$ cat config.mk
export PLATFORM = sky130hd
export DESIGN_NAME = vmf_framer
export DESIGN_NICKNAME = d
export VERILOG_FILES = /design/src/vmf_pkg.sv /design/src/vmf_fifo.sv /design/src/vmf_framer.sv
export SDC_FILE = /design/constraint.sdc
export NUM_CORES = 1
export LEC_CHECK = 0
export ABC_AREA = 1
export BUFFER_PORTS_ARGS = -buffer_cell sky130_fd_sc_hd__buf_4
export CAP_MARGIN = 20
export CORE_MARGIN = 10
export CORE_UTILIZATION = 55
export DETAILED_ROUTE_END_ITERATION = 10
export PLACE_DENSITY = 0.77
export SLEW_MARGIN = 30
export SYNTH_ARGS = -nofsm -noshare
export SYNTH_HDL_FRONTEND = slang
export SYNTH_SLANG_ARGS = --single-unit
$ cat constraint.sdc
create_clock -name clk_sys -period 3.1 [get_ports clk_sys]
set_input_delay 0.31 -clock clk_sys [delete_from_list [all_inputs] [get_ports clk_sys]]
set_output_delay 0.31 -clock clk_sys [all_outputs]
set_load 0.05 [all_outputs]
$ cat src/vmf_pkg.sv
// Package of constants and carriers for the vehicle message framer
package vmf_pkg;
    localparam int CLK_HZ = 10_000_000;
    localparam int BAUD = 57_600;
    localparam int BIT_CYCLES = CLK_HZ / BAUD;
    localparam int TRIG_NS = 1000;
    localparam int TRIG_CYCLES = (TRIG_NS * (CLK_HZ / 1_000_000) + 999) / 1000;
    localparam int FIFO_DEPTH = 16;
    localparam int FIFO_WIDTH = 9;
    localparam logic [7:0] SYNC_FIRST = 8'ha5;
    localparam logic [7:0] SYNC_SECOND = 8'h5a;
    localparam logic [7:0] MSG_B1_DET = 8'h01;
    localparam logic [7:0] MSG_B2_DET = 8'h02;
    localparam logic [7:0] MSG_B1_END = 8'h03;
    localparam logic [7:0] MSG_B2_END = 8'h04;
    localparam logic [7:0] MSG_CLASSIFY = 8'h05;
    localparam logic [7:0] MSG_SELF_TEST = 8'h07;
    localparam logic [7:0] VEH_NUM_RESET = 8'hff;
    localparam logic [3:0] MAX_BODY = 4'h8;

    typedef struct packed {
        logic [7:0] left;
        logic [7:0] right;
    } vmf_edges_s;

    typedef struct packed {
        logic [7:0] vclass;
        logic [15:0] length;
        logic [7:0] width;
        logic [7:0] speed;
    } vmf_class_s;

    typedef struct packed {
        logic last;
        logic [7:0] data;
    } vmf_byte_s;
endpackage : vmf_pkg

$ cat src/vmf_fifo.sv
// Parameterised valid/ready FIFO
`timescale 1ns/1ps
module vmf_fifo #(
    parameter int WIDTH = 9,
    parameter int DEPTH = 16
) (
    input wire logic clk_sys,
    input wire logic nrst,
    input wire logic [WIDTH-1:0] in_data,
    input wire logic in_valid,
    output logic in_ready,
    output logic [WIDTH-1:0] out_data,
    output logic out_valid,
    input wire logic out_ready
);
    localparam int AW = $clog2(DEPTH);
    logic [WIDTH-1:0] mem [DEPTH];
    logic [AW-1:0] wptr;
    logic [AW-1:0] rptr;
    logic [AW:0] count;
    logic push;
    logic pop;

    assign in_ready = (count != (AW+1)'(DEPTH));
    assign out_valid = (count != '0);
    assign push = in_valid && in_ready;
    assign pop = out_valid && out_ready;
    assign out_data = mem[rptr];

    always_ff @(posedge clk_sys) begin
        if (push) begin
            mem[wptr] <= in_data;
        end
    end

    always_ff @(posedge clk_sys or negedge nrst) begin
        if (!nrst) begin
            wptr <= '0;
            rptr <= '0;
            count <= '0;
        end else begin
            if (push) begin
                wptr <= wptr + AW'(1);
            end
            if (pop) begin
                rptr <= rptr + AW'(1);
            end
            count <= count + (AW+1)'(push) - (AW+1)'(pop);
        end
    end
endmodule : vmf_fifo

$ cat src/vmf_framer.sv
// Vehicle message sequencer, frame builder and serial transmitter
//
// Behaviour
// - Serial line runs 57.6 kbit/s, 8 data bits, no parity, one stop bit.
// - No flow control; frames are sent as events occur.
// - Frame is two sync bytes, message block, then one checksum byte.
// - First sync byte is 0xA5.
// - Second sync byte is 0x5A, before any message byte.
// - Checksum is XOR of all message block bytes, sync excluded.
// - Multi-byte fields go least significant byte first.
// - First-beam detect allocates a new vehicle number and sends message 1.
// - Second-beam detect sends number, speed and first-beam edges.
// - First-beam end sends number and second-beam edges.
// - Second-beam end pulses camera trigger and sends number only.
// - Camera trigger is one active-low pulse of one microsecond.
// - Classification follows second-beam end with class, length, width, speed.
// - Normal vehicle gives five messages with one vehicle number, in order.
// - Reverse crossing sends events as they occur; only a first-beam detect allocates a number.
// - Self-test failures queue a self-test report message.
// - First message block byte is the message identifier.
// - Vehicle number is one byte, allocated fresh by each first-beam detect accepted while event_ready is high.
`timescale 1ns/1ps
module vmf_framer
    import vmf_pkg::*;
(
    input wire logic clk_sys,
    input wire logic nrst,
    input wire logic beam1_detect,
    input wire logic beam2_detect,
    input wire logic beam1_end,
    input wire logic beam2_end,
    input wire logic class_ready,
    input wire logic self_test_fail,
    input wire logic [15:0] self_test_bits,
    input wire vmf_edges_s beam1_edges,
    input wire vmf_edges_s beam2_edges,
    input wire logic [7:0] speed,
    input wire vmf_class_s class_data,
    output logic event_ready,
    output logic busy,
    output logic [7:0] vehicle_number,
    output logic camera_trigger_n,
    output logic serial_tx
);
    typedef enum logic [1:0] {FR_IDLE, FR_SYNC1, FR_SYNC2, FR_BODY} vmf_frame_e;
    typedef enum logic [1:0] {TX_IDLE, TX_START, TX_DATA, TX_STOP} vmf_tx_e;

    vmf_frame_e fstate;
    vmf_tx_e tstate;
    logic [7:0] body [8];
    logic [3:0] body_len;
    logic [3:0] body_idx;
    logic [7:0] csum;
    logic [7:0] next_vehicle;
    logic [3:0] next_len;
    logic [7:0] next_body [8];
    logic take;
    logic any_event;
    logic [8:0] push_data;
    logic push_valid;
    logic push_ready;
    logic [8:0] pop_data;
    logic pop_valid;
    logic pop_ready;
    logic [7:0] trig_cnt;
    logic [15:0] bit_cnt;
    logic [2:0] bit_idx;
    logic [7:0] shifter;

    // Event priority: lower value wins when several arrive together
    assign any_event = beam1_detect | beam2_detect | beam1_end | beam2_end
        | class_ready | self_test_fail;
    assign event_ready = (fstate == FR_IDLE);
    assign busy = (fstate != FR_IDLE) || pop_valid || (tstate != TX_IDLE);
    assign take = any_event && event_ready;

    // Allocate a new number only on a first-beam detect
    always_comb begin
        next_vehicle = vehicle_number;
        if (beam1_detect) begin
            next_vehicle = vehicle_number + 8'h01;
        end else if (beam2_detect && !beam1_detect) begin
            next_vehicle = vehicle_number;
        end
    end

    // Message block assembly, identifier first, wide fields low byte first
    always_comb begin
        for (int i = 0; i < 8; i++) begin
            next_body[i] = 8'h00;
        end
        next_len = 4'h0;
        if (beam1_detect) begin
            next_body[0] = MSG_B1_DET;
            next_body[1] = next_vehicle;
            next_body[2] = beam1_edges.left;
            next_body[3] = beam1_edges.right;
            next_len = 4'h4;
        end else if (beam2_detect) begin
            next_body[0] = MSG_B2_DET;
            next_body[1] = vehicle_number;
            next_body[2] = beam1_edges.left;
            next_body[3] = beam1_edges.right;
            next_body[4] = speed;
            next_len = 4'h5;
        end else if (beam1_end) begin
            next_body[0] = MSG_B1_END;
            next_body[1] = vehicle_number;
            next_body[2] = beam2_edges.left;
            next_body[3] = beam2_edges.right;
            next_len = 4'h4;
        end else if (beam2_end) begin
            next_body[0] = MSG_B2_END;
            next_body[1] = vehicle_number;
            next_len = 4'h2;
        end else if (class_ready) begin
            next_body[0] = MSG_CLASSIFY;
            next_body[1] = vehicle_number;
            next_body[2] = class_data.vclass;
            next_body[3] = class_data.length[7:0];
            next_body[4] = class_data.length[15:8];
            next_body[5] = class_data.width;
            next_body[6] = class_data.speed;
            next_len = 4'h7;
        end else if (self_test_fail) begin
            next_body[0] = MSG_SELF_TEST;
            next_body[1] = self_test_bits[7:0];
            next_body[2] = self_test_bits[15:8];
            next_len = 4'h3;
        end
    end

    always_ff @(posedge clk_sys or negedge nrst) begin
        if (!nrst) begin
            vehicle_number <= VEH_NUM_RESET;
        end else if (take) begin
            vehicle_number <= next_vehicle;
        end
    end

    always_ff @(posedge clk_sys) begin
        if (take) begin
            for (int i = 0; i < 8; i++) begin
                body[i] <= next_body[i];
            end
        end
    end

    // Frame builder: sync pair, body, checksum into the FIFO
    always_ff @(posedge clk_sys or negedge nrst) begin
        if (!nrst) begin
            fstate <= FR_IDLE;
            body_len <= 4'h0;
            body_idx <= 4'h0;
            csum <= 8'h00;
        end else begin
            case (fstate)
                FR_IDLE: begin
                    if (take) begin
                        body_len <= next_len;
                        body_idx <= 4'h0;
                        csum <= 8'h00;
                        fstate <= FR_SYNC1;
                    end
                end
                FR_SYNC1: begin
                    if (push_ready) begin
                        fstate <= FR_SYNC2;
                    end
                end
                FR_SYNC2: begin
                    if (push_ready) begin
                        fstate <= FR_BODY;
                    end
                end
                FR_BODY: begin
                    if (push_ready) begin
                        if (body_idx == body_len) begin
                            fstate <= FR_IDLE;
                        end else begin
                            csum <= csum ^ body[body_idx[2:0]];
                            body_idx <= body_idx + 4'h1;
                        end
                    end
                end
                default: fstate <= FR_IDLE;
            endcase
        end
    end

    always_comb begin
        push_valid = 1'b0;
        push_data = 9'h000;
        case (fstate)
            FR_SYNC1: begin
                push_valid = 1'b1;
                push_data = {1'b0, SYNC_FIRST};
            end
            FR_SYNC2: begin
                push_valid = 1'b1;
                push_data = {1'b0, SYNC_SECOND};
            end
            FR_BODY: begin
                push_valid = 1'b1;
                if (body_idx == body_len) begin
                    push_data = {1'b1, csum};
                end else begin
                    push_data = {1'b0, body[body_idx[2:0]]};
                end
            end
            default: begin
                push_valid = 1'b0;
                push_data = 9'h000;
            end
        endcase
    end

    vmf_fifo #(
        .WIDTH(FIFO_WIDTH),
        .DEPTH(FIFO_DEPTH)
    ) u_fifo (
        .clk_sys(clk_sys),
        .nrst(nrst),
        .in_data(push_data),
        .in_valid(push_valid),
        .in_ready(push_ready),
        .out_data(pop_data),
        .out_valid(pop_valid),
        .out_ready(pop_ready)
    );

    // Camera trigger: active-low pulse on second-beam end
    always_ff @(posedge clk_sys or negedge nrst) begin
        if (!nrst) begin
            trig_cnt <= 8'h00;
            camera_trigger_n <= 1'b1;
        end else if (take && beam2_end && !beam1_detect && !beam2_detect && !beam1_end) begin
            trig_cnt <= 8'(TRIG_CYCLES - 1);
            camera_trigger_n <= 1'b0;
        end else if (trig_cnt != 8'h00) begin
            trig_cnt <= trig_cnt - 8'h01;
        end else begin
            camera_trigger_n <= 1'b1;
        end
    end

    // 8N1 transmitter, LSB first
    assign pop_ready = (tstate == TX_IDLE);

    always_ff @(posedge clk_sys or negedge nrst) begin
        if (!nrst) begin
            tstate <= TX_IDLE;
            bit_cnt <= 16'h0000;
            bit_idx <= 3'h0;
            shifter <= 8'h00;
            serial_tx <= 1'b1;
        end else begin
            case (tstate)
                TX_IDLE: begin
                    serial_tx <= 1'b1;
                    if (pop_valid) begin
                        shifter <= pop_data[7:0];
                        bit_cnt <= 16'(BIT_CYCLES - 1);
                        serial_tx <= 1'b0;
                        tstate <= TX_START;
                    end
                end
                TX_START: begin
                    if (bit_cnt == 16'h0000) begin
                        bit_cnt <= 16'(BIT_CYCLES - 1);
                        serial_tx <= shifter[0];
                        bit_idx <= 3'h0;
                        tstate <= TX_DATA;
                    end else begin
                        bit_cnt <= bit_cnt - 16'h0001;
                    end
                end
                TX_DATA: begin
                    if (bit_cnt == 16'h0000) begin
                        bit_cnt <= 16'(BIT_CYCLES - 1);
                        if (bit_idx == 3'h7) begin
                            serial_tx <= 1'b1;
                            tstate <= TX_STOP;
                        end else begin
                            serial_tx <= shifter[bit_idx + 3'h1];
                            bit_idx <= bit_idx + 3'h1;
                        end
                    end else begin
                        bit_cnt <= bit_cnt - 16'h0001;
                    end
                end
                TX_STOP: begin
                    if (bit_cnt == 16'h0000) begin
                        tstate <= TX_IDLE;
                    end else begin
                        bit_cnt <= bit_cnt - 16'h0001;
                    end
                end
                default: tstate <= TX_IDLE;
            endcase
        end
    end
endmodule : vmf_framer

==> qor.yml <==
rsz0062_at_grt: "false"
wl_per_cell_um: 16.6
worst_slack_ps: 281
drt_iter0_drc: 839
synth_cells: 1348
port_buffers: 115
async_flop_share_pct: 30.1
cts_hold_buf: 1
stdcell_count: 1772
highest-signal-layer: "met4"
path_buf_inv: 3
dr.pass1.iters: 5
crit_path_end_kind: "register"
yosysUniqueCellTypes: 50
switching_power_uw: 3900
power.internal_uw: 7840
dp_cells: 1723
drt-total-wl_mm: 29.3
synth_warnings: 0
syn_nets: 1480
power_frac_clock_pct: 27.9
cts.sinks: 256
cts-root-buf: "clkbuf_16"
synth_common_cells: "nand2_1 (288), nor2_1 (217), edfxtp_1 (179), inv_1 (110), o21ai_0 (103)"
synth-seq-area-share_pct: 57.7
synth_top_cell_area_share_pct: 42.4
drv_slew: 0
vias: 9850
dieArea_um2: 29500
synth_area_leaders: "edfxtp_1 (42%), dfrtp_1 (13%), nand2_1 (8.5%)"
met2RoutedLength_mm: 14.4
crit_type: "reg -> reg"
critPathMaxFanout: 12
reg2reg_to: "u_fifo.count[4]"
fillCellCount: 1763
antenna_left: 0
status: "complete, no violations"
r2r_start: "u_fifo.count[2]"
p_per_area_nw_per_um2: 795
cts_htree_levels: 1
switching_share_pct: 33.2
fmax_mhz: 355
crit_cells: 15
report.final.hold_viol_count: 0
drc: 0
rrSetupSlack_ps: 280
cts_resized: 0
track_usage_pct: 19.8
tightest_slew_ps: 872
finalSetupViolCount: 0
gp_congestion: 0.907
seq_area_um2: 7310
rr_worst_depth: 15
setup_tns_ps: 0
areaGrowthSynthToFinish_pct: 16.6
pwr-share-seq_pct: 45.3
netlist_area_um2: 12700
nets: 1599
synth_edf_count: 179
grt_overflow: 0
clock_skew_ps: 13.2
cts_setup_buffers: 0
ioPinCount: 116
ys_ff_latch: 256
fin_crit_sh_pct: 90.9
clk_latency_ps: 540
final.min_clock_period_ps: 2820
die_h_um: 172
arrival_ps: 3270
endpoint: "u_fifo.count[4]"
core_area_um2: 22600
ys.flop_type: "edfxtp_1"
drive_above_1_share_pct: 15.1
cts_tree: "built"
multi_input_area_um2: 4650
critPathLaunch: "u_fifo.count[2]"
synth_top_area_cell: "edfxtp_1"
hold_class: "in -> reg"
final_cell_area_um2: 14800
grt_pass1_vias: 9632
required_ps: 3550
drt-vias-per-instance: 5.56
cts.reportedPaths.clkPinSlew_ps: 60
total_power_uw: 11700
critPathTopFamily: "adder cells"
cts_buffers: 26
synth.most_common_cell: "nand2_1"
insertedDiodeCount: 0
clk_path_buf_depth: 3
grt_pass1_wl_mm: 47.6
rows: 55
critPathSlowestCell: "fa_1"
max_stage_delay_ps: 430
die_w_um: 172
start_util_pct: 55.9
slew_headroom_pct: 41.6
cap_violations: 0
dpl_cell_area_um2: 13800
combPwrFrac_pct: 26.8
peakVddDrop_mv: 0.488
leakagePower_uw: 0.00616
antenna_found_initial: 0
grt_start_max_net_pins: 78
start_kind: "register"
synth_area_per_cell_um2: 9.40
routed-wl-met3_mm: 2.09
wl_met1_mm: 12.2
dp_hpwl_mm: 20.3
pre_cts_slack_ps: 319
path_cells: "inv_1 > ha_1 > nand2_1 > nor2_1 > nand2_1 > nand2_1 > inv_1 > ha_1 > inv_1 > ha_1 > fa_1 > a21oi_1 > nor2_1 > nor2_1 > xor2_1"
## cell usage in the layout, fill, tap and decap left out, types with 2 or more instances in the layout
cell type / count
nor2_4: 2
o21ai_2: 5
nor3_1: 6
o21ai_0: 103
inv_1: 110
dfrtp_1: 67
bufinv_16: 5
edfxtp_1: 179
inv_2: 3
nor2_8: 2
nand3_2: 2
clkinvlp_4: 2
a32o_1: 8
o22ai_1: 2
nand2_1: 288
clkbuf_16: 26
dfstp_2: 10
clkbuf_1: 3
a21oi_1: 19
o211ai_1: 36
o21ai_1: 5
ha_1: 27
buf_4: 138
nor2_2: 5
nand4_1: 26
xor2_1: 21
a31oi_1: 14
nand3b_1: 2
xnor2_1: 3
or2_2: 4
nand2_2: 2
nor4_1: 2
clkinv_2: 6
nor2_1: 217
a22o_1: 9
clkinv_1: 7
nand3_1: 101
## worst min-delay path by stage
| stage | startpoint | endpoint | slack (ps) | cells after the start |
|---|---|---|---|---|
| floorplan | nrst | bit_cnt[0] | 10 | 0 |
| global placement | shifter[3] | shifter[3] | 470 | 2 |
| detailed placement | nrst | bit_cnt[6] | 400 | 1 |
| CTS | beam1_edges[6] | body[3][6] | 50 | 3 |
| global route | class_data[6] | body[6][6] | 70 | 3 |
| finish | class_data[5] | body[6][5] | 70 | 3 |
## state kept, by name (all words and copies together), names as in the netlist, 4 cells and up
register        count
u_fifo.mem        128
body               51
bit_cnt            16
csum                8
shifter             8
trig_cnt            8
vehicle_number      8
u_fifo.count        5
body_idx            4
u_fifo.rptr         4
u_fifo.wptr         4
## layout make-up
cell class                      count  share of cell area (%)
Timing Repair Buffer              141                    7.29
Clock buffer                       29                    4.48
Multi-Input combinational cell    923                    31.5
Sequential cell                   256                    49.5
Inverter                          119                    3.08
Clock inverter                     19                    1.73
Tap cell                          285                    2.41
## cells by family (layout without fill, tap and decap cells)
group,after synthesis,after routing,share of synthesized area [%]
simple gates,664,664,22.3
xor+xnor,24,24,1.66
compound gates,207,207,9.89
flops,256,256,57.7
fa+ha+maj,28,28,2.82
buf+inv,169,308,5.63
## through the flow
| step | utilization (%) | hold WS [ps] |
|---|---|---|
| finish | 65.2 | 69.6 |
| global route | 65.2 | 67.4 |
| CTS | 65.2 | 54.8 |
| detailed placement | 61.1 | 401 |
| global placement | 61.1 | 466 |
| floorplan | - | 14.4 |
## power groups by stage
| stage | clock [uW] | sequential, uW | combinational (uW) |
|---|---|---|---|
| 6_report | 3280 | 5320 | 3140 |
| 5_1_grt | 3460 | 5400 | 3490 |
| 4_1_cts | 3320 | 5310 | 3160 |
| 3_5_place_dp | 0 | 5380 | 3120 |
| 3_3_place_gp | 0 | 5350 | 3020 |
| 2_1_floorplan | 0 | 5400 | 2030 |
## layer usage
layer | global-route usage, % | vias up
li1 | - | 4817
met1 | 25.1 | 4634
met2 | 33.9 | 349
met3 | 3.97 | 50
met4 | 5.06 | 0
met5 | 0 | -
## worst reg2reg max path, delay by kind of cell, from the launching register on
family,cells,cell delay (ps)
buffers and inverters,3,290
AO/OA/AOI/OAI,1,170
XOR/XNOR,1,160
flip-flops,1,400
AND/OR/NAND/NOR,6,570
adder cells (fa/ha/maj),4,1150
Power figures use the tool's default switching activity.
